`config.mk`:
```
export PLATFORM = sky130hd
export DESIGN_NAME = ddmt_core
export DESIGN_NICKNAME = d
export VERILOG_FILES = /design/src/verilog/ddmt_pkg.sv /design/src/verilog/ddmt_core.sv
export SDC_FILE = /design/constraint.sdc
export NUM_CORES = 1
export LEC_CHECK = 0
export ABC_AREA = 1
export BUFFER_PORTS_ARGS = -buffer_cell sky130_fd_sc_hd__buf_2
export CELL_PAD_IN_SITES_DETAIL_PLACEMENT = 1
export CELL_PAD_IN_SITES_GLOBAL_PLACEMENT = 1
export CORE_UTILIZATION = 33
export DETAILED_ROUTE_END_ITERATION = 16
export GPL_TIMING_DRIVEN = 1
export PLACE_DENSITY_LB_ADDON = 0.2
export SYNTH_ARGS = -nofsm -noshare
export SYNTH_HDL_FRONTEND = slang
export SYNTH_SLANG_ARGS = --single-unit
```
`constraint.sdc`:
```
create_clock -name sys_clk_in -period 5 [get_ports sys_clk_in]
set_input_delay 0.25 -clock sys_clk_in [delete_from_list [all_inputs] [get_ports sys_clk_in]]
set_output_delay 0.25 -clock sys_clk_in [all_outputs]
set_load 0.05 [all_outputs]
```
`src/verilog/ddmt_pkg.sv`:
```
// Constants shared by the serial channel extensions and counter/timer.
package ddmt_pkg;

  // ************************************************************
  // Register map
  // ************************************************************
  localparam logic [1:0] OFS_MODE = 2'h0;
  localparam logic [1:0] OFS_STATUS = 2'h1;
  localparam logic [1:0] OFS_CMD = 2'h2;
  localparam logic [1:0] OFS_BUF = 2'h3;
  localparam logic [3:0] ADDR_AUX = 4'h4;
  localparam logic [3:0] ADDR_INT = 4'h5;
  localparam logic [3:0] ADDR_CT_UPPER = 4'h6;
  localparam logic [3:0] ADDR_CT_LOWER = 4'h7;
  localparam logic [3:0] ADDR_OUT_CFG = 4'hD;
  localparam logic [3:0] ADDR_CT_START = 4'hE;
  localparam logic [3:0] ADDR_CT_STOP = 4'hF;

  // ************************************************************
  // Field positions and codes
  // ************************************************************
  localparam int MR0_WDOG_BIT = 7;
  localparam int MR1_TAG_BIT = 2;
  localparam int ISR_RX_A_BIT = 1;
  localparam int ISR_CT_BIT = 3;
  localparam int ISR_RX_B_BIT = 5;
  localparam int ENT_BRK = 10;
  localparam int ENT_FE = 9;
  localparam int ENT_TAG = 8;
  localparam logic [1:0] PARITY_MULTIDROP = 2'h3;
  localparam logic [1:0] OUTPUT_PORT_CONFIG_OP3_CT = 2'h1;
  localparam logic [3:0] CMD_PTR_MR1 = 4'h1;
  localparam logic [3:0] CMD_TO_ON = 4'hA;
  localparam logic [3:0] CMD_PTR_MR0 = 4'hB;
  localparam logic [3:0] CMD_TO_OFF = 4'hC;
  localparam logic [1:0] CMD_RX_ENA = 2'h1;
  localparam logic [1:0] CMD_RX_DIS = 2'h2;
  localparam logic [1:0] PTR_MR0 = 2'h0;
  localparam logic [1:0] PTR_MR1 = 2'h1;
  localparam logic [1:0] PTR_MR2 = 2'h2;

  typedef enum logic [1:0] {
    LOOP_NORMAL = 2'h0,
    LOOP_ECHO = 2'h1,
    LOOP_LOCAL = 2'h2,
    LOOP_REMOTE = 2'h3
  } ddmt_loop_e;

  // ************************************************************
  // Sizes, counts and reset values
  // ************************************************************
  localparam int FIFO_DEPTH = 8;
  localparam logic [3:0] FIFO_FULL = 4'(FIFO_DEPTH);
  localparam int WD_BIT_TIMES = 64;
  localparam logic [5:0] WD_LAST = 6'(WD_BIT_TIMES - 1);
  localparam logic [15:0] CT_ONE = 16'h0001;
  localparam logic [15:0] PRELOAD_RESET = 16'h0001;
  localparam logic [7:0] READ_IDLE = 8'h00;

endpackage
```
`src/verilog/ddmt_core.sv`:
```
// Loop modes, multidrop receive, receive watchdog and counter/timer.
`timescale 1ns/1ps
`default_nettype none

module ddmt_core (
  input wire logic sys_clk_in,
  input wire logic rst_in,
  input wire logic [3:0] addr_in,
  input wire logic rd_in,
  input wire logic wr_in,
  input wire logic [7:0] wdata_in,
  output logic [7:0] rdata_out,
  input wire logic [1:0] rx_pin_in,
  output logic [1:0] tx_pin_out,
  input wire logic [1:0] tx_core_serial_in,
  output logic [1:0] rx_core_serial_out,
  input wire logic [1:0] rx_char_valid_in,
  input wire logic [1:0][7:0] rx_data_in,
  input wire logic [1:0] rx_tag_in,
  input wire logic [1:0] rx_parity_err_in,
  input wire logic [1:0] rx_frame_err_in,
  input wire logic [1:0] rx_break_in,
  input wire logic [1:0] rx_bit_tick_in,
  input wire logic [1:0][1:0] tx_status_in,
  output logic [1:0] tx_write_out,
  output logic [7:0] tx_data_out,
  output logic [1:0] tx_tag_out,
  output logic [1:0] parity_off_out,
  output logic [1:0] rx_timeout_out,
  input wire logic [7:0] ct_src_tick_in,
  output logic output_pin_three_out,
  output logic ct_irq_out
);

  typedef struct packed {
    logic [1:0][1:0] ptr;
    logic [1:0][7:0] mode0;
    logic [1:0][7:0] mode1;
    logic [1:0][7:0] mode2;
    logic [1:0] rx_en;
    logic [1:0] mdrop;
    logic [1:0][7:0][10:0] fifo;
    logic [1:0][2:0] wp;
    logic [1:0][2:0] rp;
    logic [1:0][3:0] cnt;
    logic [1:0] ovr;
    logic [1:0][5:0] wd_cnt;
    logic [1:0] wd_run;
    logic [1:0] wd_irq;
    logic [1:0] txd;
    logic [1:0] rxd;
    logic [1:0] txwr;
    logic [7:0] txdata;
    logic [2:0] ct_src;
    logic [7:0] interrupt_mask;
    logic [1:0] op3_sel;
    logic [15:0] preload;
    logic [15:0] ct;
    logic ct_run;
    logic ct_rdy;
    logic ct_level;
    logic to_en;
    logic to_ch;
    logic op3;
    logic irq;
    logic [7:0] rdata;
  } ddmt_state_s;

  ddmt_state_s s_reg;
  ddmt_state_s s_next;

  // ************************************************************
  // Next-state logic
  // ************************************************************
  always_comb begin
    logic [1:0] push;
    logic [1:0] pop;
    logic [1:0] keep;
    logic [1:0] sel;
    logic [1:0] lp;
    logic [10:0] head;
    logic tick;
    logic start;
    logic stop;
    logic reload;
    push = '0;
    pop = '0;
    keep = '0;
    sel = '0;
    lp = '0;
    head = '0;
    tick = ct_src_tick_in[s_reg.ct_src];
    start = rd_in && (addr_in == ddmt_pkg::ADDR_CT_START);
    stop = rd_in && (addr_in == ddmt_pkg::ADDR_CT_STOP);
    reload = 1'b0;
    s_next = s_reg;
    s_next.txwr = '0;
    s_next.wd_irq = '0;
    if (rd_in) begin
      s_next.rdata = ddmt_pkg::READ_IDLE;
    end
    for (int c = 0; c < 2; c++) begin
      sel[c] = (addr_in[3] == 1'(c)) && !addr_in[2];
      lp = s_reg.mode2[c][7:6];
      head = s_reg.fifo[c][s_reg.rp[c]];
      // Serial routing; the pin and core paths pick up one flop of delay.
      unique case (lp)
        ddmt_pkg::LOOP_NORMAL: begin
          s_next.txd[c] = tx_core_serial_in[c];
          s_next.rxd[c] = rx_pin_in[c];
        end
        ddmt_pkg::LOOP_ECHO: begin
          s_next.txd[c] = rx_pin_in[c];
          s_next.rxd[c] = rx_pin_in[c];
        end
        ddmt_pkg::LOOP_LOCAL: begin
          s_next.txd[c] = 1'b1;
          s_next.rxd[c] = tx_core_serial_in[c];
        end
        ddmt_pkg::LOOP_REMOTE: begin
          // Idle mark keeps the local receiver from assembling anything.
          s_next.txd[c] = rx_pin_in[c];
          s_next.rxd[c] = 1'b1;
        end
      endcase
      s_next.mdrop[c] = (s_next.mode1[c][4:3] ==
                         ddmt_pkg::PARITY_MULTIDROP);
      // The line is watched even with the receiver off in multidrop.
      if (s_reg.mdrop[c]) begin
        keep[c] = s_reg.rx_en[c] || rx_tag_in[c];
      end else begin
        keep[c] = s_reg.rx_en[c];
      end
      if (rx_char_valid_in[c] && keep[c]) begin
        if (s_reg.cnt[c] == ddmt_pkg::FIFO_FULL) begin
          s_next.ovr[c] = 1'b1;
        end else begin
          push[c] = 1'b1;
        end
      end
      if (push[c]) begin
        s_next.fifo[c][s_reg.wp[c]] = {rx_break_in[c], rx_frame_err_in[c],
          s_reg.mdrop[c] ? rx_tag_in[c] : rx_parity_err_in[c],
          rx_data_in[c]};
        s_next.wp[c] = s_reg.wp[c] + 3'h1;
      end
      pop[c] = rd_in && sel[c] && (addr_in[1:0] == ddmt_pkg::OFS_BUF) &&
               (s_reg.cnt[c] != 4'h0) && (lp != ddmt_pkg::LOOP_REMOTE);
      if (pop[c]) begin
        s_next.rp[c] = s_reg.rp[c] + 3'h1;
      end
      s_next.cnt[c] = s_reg.cnt[c] + 4'(push[c]) - 4'(pop[c]);
      // Watchdog counts receive bit ticks, so its span follows the rate.
      if (!s_reg.mode0[c][ddmt_pkg::MR0_WDOG_BIT]) begin
        s_next.wd_run[c] = 1'b0;
      end else if (push[c]) begin
        s_next.wd_run[c] = 1'b1;
        s_next.wd_cnt[c] = 6'h00;
      end else if (s_reg.wd_run[c] && rx_bit_tick_in[c]) begin
        if (s_reg.wd_cnt[c] == ddmt_pkg::WD_LAST) begin
          s_next.wd_run[c] = 1'b0;
          s_next.wd_irq[c] = 1'b1;
        end else begin
          s_next.wd_cnt[c] = s_reg.wd_cnt[c] + 6'h01;
        end
      end
      if (wr_in && sel[c]) begin
        unique case (addr_in[1:0])
          ddmt_pkg::OFS_MODE: begin
            if (s_reg.ptr[c] == ddmt_pkg::PTR_MR0) begin
              s_next.mode0[c] = wdata_in;
              s_next.ptr[c] = ddmt_pkg::PTR_MR1;
            end else if (s_reg.ptr[c] == ddmt_pkg::PTR_MR1) begin
              s_next.mode1[c] = wdata_in;
              s_next.ptr[c] = ddmt_pkg::PTR_MR2;
            end else begin
              s_next.mode2[c] = wdata_in;
            end
          end
          ddmt_pkg::OFS_STATUS: begin
          end
          ddmt_pkg::OFS_CMD: begin
            if (wdata_in[1:0] == ddmt_pkg::CMD_RX_ENA) begin
              s_next.rx_en[c] = 1'b1;
            end else if (wdata_in[1:0] == ddmt_pkg::CMD_RX_DIS) begin
              s_next.rx_en[c] = 1'b0;
            end
            if (wdata_in[7:4] == ddmt_pkg::CMD_PTR_MR1) begin
              s_next.ptr[c] = ddmt_pkg::PTR_MR1;
            end else if (wdata_in[7:4] == ddmt_pkg::CMD_PTR_MR0) begin
              s_next.ptr[c] = ddmt_pkg::PTR_MR0;
            end else if (wdata_in[7:4] == ddmt_pkg::CMD_TO_ON) begin
              s_next.to_en = 1'b1;
              s_next.to_ch = 1'(c);
            end else if (wdata_in[7:4] == ddmt_pkg::CMD_TO_OFF) begin
              s_next.to_en = 1'b0;
            end
          end
          ddmt_pkg::OFS_BUF: begin
            if (lp == ddmt_pkg::LOOP_NORMAL || lp == ddmt_pkg::LOOP_LOCAL)
            begin
              s_next.txwr[c] = 1'b1;
              s_next.txdata = wdata_in;
            end
          end
        endcase
      end
      if (rd_in && sel[c]) begin
        unique case (addr_in[1:0])
          ddmt_pkg::OFS_MODE: begin
            if (s_reg.ptr[c] == ddmt_pkg::PTR_MR0) begin
              s_next.rdata = s_reg.mode0[c];
              s_next.ptr[c] = ddmt_pkg::PTR_MR1;
            end else if (s_reg.ptr[c] == ddmt_pkg::PTR_MR1) begin
              s_next.rdata = s_reg.mode1[c];
              s_next.ptr[c] = ddmt_pkg::PTR_MR2;
            end else begin
              s_next.rdata = s_reg.mode2[c];
            end
          end
          ddmt_pkg::OFS_STATUS: begin
            s_next.rdata = {head[ddmt_pkg::ENT_BRK], head[ddmt_pkg::ENT_FE],
              head[ddmt_pkg::ENT_TAG], s_reg.ovr[c], tx_status_in[c],
              s_reg.cnt[c] == ddmt_pkg::FIFO_FULL,
              s_reg.cnt[c] != 4'h0};
          end
          ddmt_pkg::OFS_CMD: begin
          end
          ddmt_pkg::OFS_BUF: begin
            if (pop[c]) begin
              s_next.rdata = head[7:0];
            end
          end
        endcase
      end
    end
    if (wr_in) begin
      unique case (addr_in)
        ddmt_pkg::ADDR_AUX: s_next.ct_src = wdata_in[6:4];
        ddmt_pkg::ADDR_INT: s_next.interrupt_mask = wdata_in;
        ddmt_pkg::ADDR_CT_UPPER: s_next.preload[15:8] = wdata_in;
        ddmt_pkg::ADDR_CT_LOWER: s_next.preload[7:0] = wdata_in;
        ddmt_pkg::ADDR_OUT_CFG: s_next.op3_sel = wdata_in[3:2];
        default: begin
        end
      endcase
    end
    if (rd_in) begin
      unique case (addr_in)
        ddmt_pkg::ADDR_INT: begin
          s_next.rdata[ddmt_pkg::ISR_RX_A_BIT] = s_reg.cnt[0] != 4'h0;
          s_next.rdata[ddmt_pkg::ISR_CT_BIT] = s_reg.ct_rdy;
          s_next.rdata[ddmt_pkg::ISR_RX_B_BIT] = s_reg.cnt[1] != 4'h0;
        end
        ddmt_pkg::ADDR_CT_UPPER: s_next.rdata = s_reg.ct[15:8];
        ddmt_pkg::ADDR_CT_LOWER: s_next.rdata = s_reg.ct[7:0];
        default: begin
        end
      endcase
    end
    // ************************************************************
    // Counter/timer, counter mode only
    // ************************************************************
    reload = s_reg.to_en && push[s_reg.to_ch];
    if (stop) begin
      s_next.ct_run = 1'b0;
      s_next.ct_rdy = 1'b0;
    end
    if (start || reload) begin
      // Preload is sampled only here, so later writes wait for this.
      s_next.ct = s_reg.preload;
      s_next.ct_run = 1'b1;
      s_next.ct_level = 1'b0;
    end else if (s_reg.ct_run && tick) begin
      s_next.ct = s_reg.ct - 16'h0001;
      if (s_reg.ct == ddmt_pkg::CT_ONE) begin
        // Terminal count beats a stop read landing in the same cycle.
        s_next.ct_rdy = 1'b1;
        s_next.ct_level = 1'b1;
      end
    end
    s_next.op3 = (s_next.op3_sel == ddmt_pkg::OUTPUT_PORT_CONFIG_OP3_CT) ?
                 s_next.ct_level : 1'b1;
    s_next.irq = s_next.ct_rdy && s_next.interrupt_mask[ddmt_pkg::ISR_CT_BIT];
  end

  // ************************************************************
  // State register
  // ************************************************************
  always_ff @(posedge sys_clk_in) begin
    if (rst_in) begin
      // Cleared state is counter mode with the counter stopped.
      s_reg <= '0;
      s_reg.ptr <= {ddmt_pkg::PTR_MR1, ddmt_pkg::PTR_MR1};
      s_reg.txd <= 2'h3;
      s_reg.rxd <= 2'h3;
      s_reg.op3 <= 1'b1;
      s_reg.preload <= ddmt_pkg::PRELOAD_RESET;
    end else begin
      s_reg <= s_next;
    end
  end

  // ************************************************************
  // Outputs
  // ************************************************************
  assign rdata_out = s_reg.rdata;
  assign tx_pin_out = s_reg.txd;
  assign rx_core_serial_out = s_reg.rxd;
  assign tx_write_out = s_reg.txwr;
  assign tx_data_out = s_reg.txdata;
  assign tx_tag_out = {s_reg.mode1[1][ddmt_pkg::MR1_TAG_BIT],
                       s_reg.mode1[0][ddmt_pkg::MR1_TAG_BIT]};
  assign parity_off_out = s_reg.mdrop;
  assign rx_timeout_out = s_reg.wd_irq;
  assign output_pin_three_out = s_reg.op3;
  assign ct_irq_out = s_reg.irq;

endmodule

`default_nettype wire

```
Yosys cells after proc, flatten, opt, wreduce, memory -nomap -nowiden
Cells that the tools add are included.
{"block": "word_totals", "reg_bits": 340, "latchBits": 0, "ramBits": 0, "mem_bits_ro": 0, "elab_cells": 316, "n_memories": 0}
{"block": "op_classes", "n_addsub": 11, "n_mul": 0, "n_div": 0, "order_cmp": 8, "n_eq_ne": 36, "shifts": 0, "n_mux": 115, "bitwise_logic": 13, "reduce_logical": 72}
{"op": "88-bit bitwise mux", "n": 2}
{"op": "8-bit two-way mux", "n": 17}
{"op": "11-bit binary-select mux with 3-bit select", "n": 2}
{"op": "11-bit demux with 3-bit select", "n": 2}
{"op": "2-bit two-way mux", "n": 30}
{"op": "8-bit one-hot mux with 3 select lines", "n": 2}
{"op": "11-bit two-way mux", "n": 4}
{"op": "6-bit two-way mux", "n": 6}
{"op": "4-bit == test, second input constant", "n": 8}
{"op": "16-bit two-way mux", "n": 2}
{"op": "1-bit two-way mux", "n": 31}
{"op": "1-bit logical AND", "n": 23}
{"op": "22-bit two-way mux", "n": 1}
{"op": "1-bit one-hot mux with 3 select lines", "n": 7}
{"op": "3-bit by 4-bit less-than comparator with 1-bit output, second input constant", "n": 5}
{"op": "2-bit == test, second input constant", "n": 9}
{"op": "3-bit AND reduction", "n": 6}
{"op": "16-bit by 1-bit == test with 1-bit output, second input constant", "n": 1}
{"op": "4-bit by 3-bit == test with 1-bit output, second input constant", "n": 4}
{"op": "2-bit AND reduction", "n": 8}
{"op": "4-bit AND reduction", "n": 4}
{"op": "16-bit by 1-bit subtractor with 16-bit output, second input constant", "n": 1}
{"op": "2-bit by 1-bit == test with 1-bit output, second input constant", "n": 7}
{"op": "2-bit nonzero test", "n": 7}
{"op": "22 further kinds", "n": 66}

Depth between registers and ports, before layout
{"block": "depth", "depth_word": 14, "ltp_mapped": 14, "ltp_nobuf": 13}

Least setup slack after synthesis
No wires, ideal clock.
{"block": "synth_path", "kind": "register to register", "startpoint": "reg s_reg[94] (netlist bit)", "endpoint": "reg s_reg[94] (netlist bit)", "arrival_ps": 1961, "required_ps": 4881, "slack_ps": 2920, "path_stages_with_launch": 13, "path_buffers": 0, "path_cell_list": "dfxtp_1 > inv_1 > ha_1 > nand3_1 > nand2_1 > nor2_4 > ha_1 > inv_1 > ha_1 > inv_1 > fa_1 > o21ai_0 > a21oi_1"}
{"block": "synth_via", "elab_chain_cells": 5}
{"item": "start: declaration", "line": "ddmt_core.sv:69", "rtl": "ddmt_state_s s_reg;"}
{"item": "start signal: assignment", "line": "ddmt_core.sv:300", "rtl": "s_reg <= s_next;"}
{"item": "4-bit == test", "line": "ddmt_core.sv:135", "rtl": "if (s_reg.cnt[c] == ddmt_pkg::FIFO_FULL) begin"}
{"item": "1-bit two-way mux", "line": "ddmt_core.sv:135"}
{"item": "1-bit two-way mux", "line": "ddmt_core.sv:134", "rtl": "if (rx_char_valid_in[c] && keep[c]) begin"}
{"item": "4-bit by 1-bit adder with 4-bit output", "line": "ddmt_core.sv:152", "rtl": "s_next.cnt[c] = s_reg.cnt[c] + 4'(push[c]) - 4'(pop[c]);"}
{"item": "4-bit by 1-bit subtractor with 4-bit output (*)", "line": "ddmt_core.sv:152"}
Every way passes the cells marked *; elsewhere a longest branch is shown, timed or not.
A chain may end at the register's enable or synchronous reset.

Worst setup path in the final report
{"block": "layout_path", "startpoint": "in rd_in", "endpoint": "reg s_reg[98] (netlist bit)"}
{"block": "layout_via", "elab_chain_cells": 5}
{"item": "start: declaration", "line": "ddmt_core.sv:9", "rtl": "input wire logic rd_in,"}
{"item": "1-bit logical AND (3 in a row)", "line": "ddmt_core.sv:147", "rtl": "pop[c] = rd_in && sel[c] && (addr_in[1:0] == ddmt_pkg::OFS_BUF) &&"}
{"item": "1-bit logical AND", "line": "ddmt_core.sv:148", "rtl": "(s_reg.cnt[c] != 4'h0) && (lp != ddmt_pkg::LOOP_REMOTE);"}
{"item": "4-bit by 1-bit subtractor with 4-bit output", "line": "ddmt_core.sv:152"}
Every way passes these cells.

==> metrics <==
status complete, but fails checks; failing checks DRC; Leakage roughly 7.3 nW; Cell Area, Synth ~16,000 um^2; CTS max path bufs 3; crit start category input port; Mapped Cells 2,285; H-tree depth 2; first-pass GRT wire length 87,980 um; Hold Path Class in -> reg; DR WL met3 around 2400 um; Data arrival, critical path 3.47 ns; Detail Route met2 WL 25,450 um; CTS sink cnt 337; DRT antenna net count 0; max reg flops 307; wire length per cell about 19 um; # DRC 4; # setup viols final 0; top cell type's share of synthesized area 0.4266; actual slew at the worst max-slew pin between 1 and 1.5 ns; slew margin rel. 0.2968; PwrDens about 350 nW/um^2; hold-fix buffers at CTS 12; # diodes 0; Tot GR Track Use 0.2263; DP HPWL 37,590 um; IO Port Bufs 89; ys flop type dfxtp_1; final std cells w/o fill 2,923; Num CTS Buffers between 40 and 50; fin nets 2,379; Die ar. 48,800 um^2; Async S/R FF share, synth 0; kind of critical path in -> reg; top post-synthesis cells by area dfxtp_1 43%, o21ai_0 9.9%, nand2_1 9.4%; Placed Cells 2,844; DR pass1 iterations 11; Initial Util 0.3368; number of global-route vias before repair ~15,000; vias ~15,000; largest net degree at the start of global routing around 140; clock skew 0.01593 ns; # rows about 80; final hold viol count 0; core region area 46,950 um^2; Die X roughly 220 um; Critical Path Max Stage Delay approximately 0.73 ns; Tmin final ~3.0 ns; final cycle utilization of the critical path 0.6080; Buffers & Inverters on Critical Path 6; syn nets between 2,000 and 2,500; I/O pins 90; gr ovfl total 0; total power draw ~6.2 mW; peak supply drop between 0.0002 and 0.00025 V; RSZ-0062 raised after global routing no; share of layout cells above drive strength 1 0.09154; vias per cell approximately 5.2; YS warnings 0; Pins Over Slew Limit 0; critical path peak fanout 15; CTS tree yes; Setup TNS 0 ns; Initial DRC Count 883; worst skew pair latency around 0.57 ns; worst path cell trace dlygate4sd3_1 > buf_2 > inv_1 > nor2_1 > inv_1 > nor2_1 > ha_1 > inv_1 > ha_1 > inv_1 > fa_1 > xor2_1 > nor2_1; Seq cells post-synth roughly 340; clk slew on worst S/H paths about 0.060 ns; Post-CTS Setup Inserts 0; Die Y between 200 and 250 um; Crit path required time approximately 5.4 ns; CTS root buffer clkbuf_16; Placer Congestion 0.8548; average size of a mapped cell between 6 and 7 um^2; post-synth top area cell dfxtp_1; wl on met1 26,490 um; cell mode on critical path inv_1; DRT Wirelength ~56,000 um; crit end category flop; critical path's slowest cell nor2_1; number of synthesized flops with an enable pin 0; P&R area growth vs syn 12.98%; PostCTS Resize Cnt 0; cell family with most CP delay buffers and inverters; Netlist cell types 40; register area share after synthesis 0.4266; Max Fclk around 330 MHz; highest metal layer with signal wires met4; Max Cap Viol 0; antenna violations before repair 0
area by class of cell:
cell class              count  area [um^2]
inverters                 209        789.5
well taps                 607        759.5
fillers                  5888        29090
repair buffers            111        640.6
flip-flops and latches    337         6749
multi-input cells        1592         7541
clock inverters             8        150.1
clock buffers              59         1236
placed cells by master, fill, tap and decap left out, types with 11 or more instances in the layout:
cell type      netlist  final
dlygate4sd3_1        0     12
inv_1              184    184
ha_1                25     25
nand3_1            163    163
inv_2               15     15
nand2_1            395    395
nor3_1              18     18
buf_2               38     89
clkbuf_16            0     43
nor2_1             345    345
o211ai_1            24     24
a21oi_1            216    216
o21ai_0            314    314
xor2_1              11     11
dfxtp_1            337    335
nor2_2              12     12
logic make-up after synthesis:
kind of cell,synth area share
flops,0.4266
simple gates,0.2547
compound gates,0.1938
fa+ha+maj,0.02231
xor+xnor,0.006092
buf+inv,0.09653
worst min-delay path, stage by stage:
cell    delay, ns
buf_2        0.15
nor2_1       0.06
nor2_1       0.09
per-stage QoR:
| stage | cell area (um^2) | util | hold slack, ns | setup WS [ns] |
|---|---|---|---|---|
| floorplan | 15810 | - | 0.3423 | 2.920 |
| global placement | 16360 | 0.3484 | 0.4352 | 2.110 |
| detailed placement | 16360 | 0.3484 | 0.4425 | 2.010 |
| CTS | 17870 | 0.3805 | 0.001812 | 2.017 |
| global route | 17870 | 0.3805 | 0.02076 | 1.781 |
| finish | 17870 | 0.3805 | 0.03212 | 1.960 |
cell usage after synthesis (6+ instances only):
cell      number
a21oi_1      216
buf_1         12
buf_2         38
buf_4         32
clkbuf_1      62
clkinv_1      10
dfxtp_1      337
ha_1          25
inv_1        184
inv_2         15
nand2_1      395
nand2_2        7
nand3_1      163
nand4_1        9
nor2_1       345
nor2_2        12
nor2_4         9
nor3_1        18
o211ai_1      24
o21ai_0      314
o22ai_1        6
xor2_1        11
report_power, final:
group	leakage, nW	switching [mW]	total, mW	internal [mW]
registers	2.72	0.0161	2.72	2.71
logic	3.91	0.260	0.350	0.0904
clock network	0.678	1.21	3.12	1.91
total	7.31	1.49	6.20	4.71
path summary, 6_finish.rpt:
check / cells after the start / end / from / slack [ns]
setup reg to reg: 12 / s_reg[98] / s_reg[98] / 2.02
hold reg to reg: 2 / s_reg[222] / s_reg[222] / 0.45
setup / recovery: 13 / s_reg[98] / rd_in / 1.96
hold / removal: 3 / s_reg[209] / rx_frame_err_in[1] / 0.03
layer usage:
metal / track usage / up-vias
met5: 0 / -
met4: 0.06677 / 0
met3: 0.03705 / 85
met2: 0.3741 / 267
met1: 0.3021 / 7468
li1: - / 7439
(Power assumes the default switching activity.)
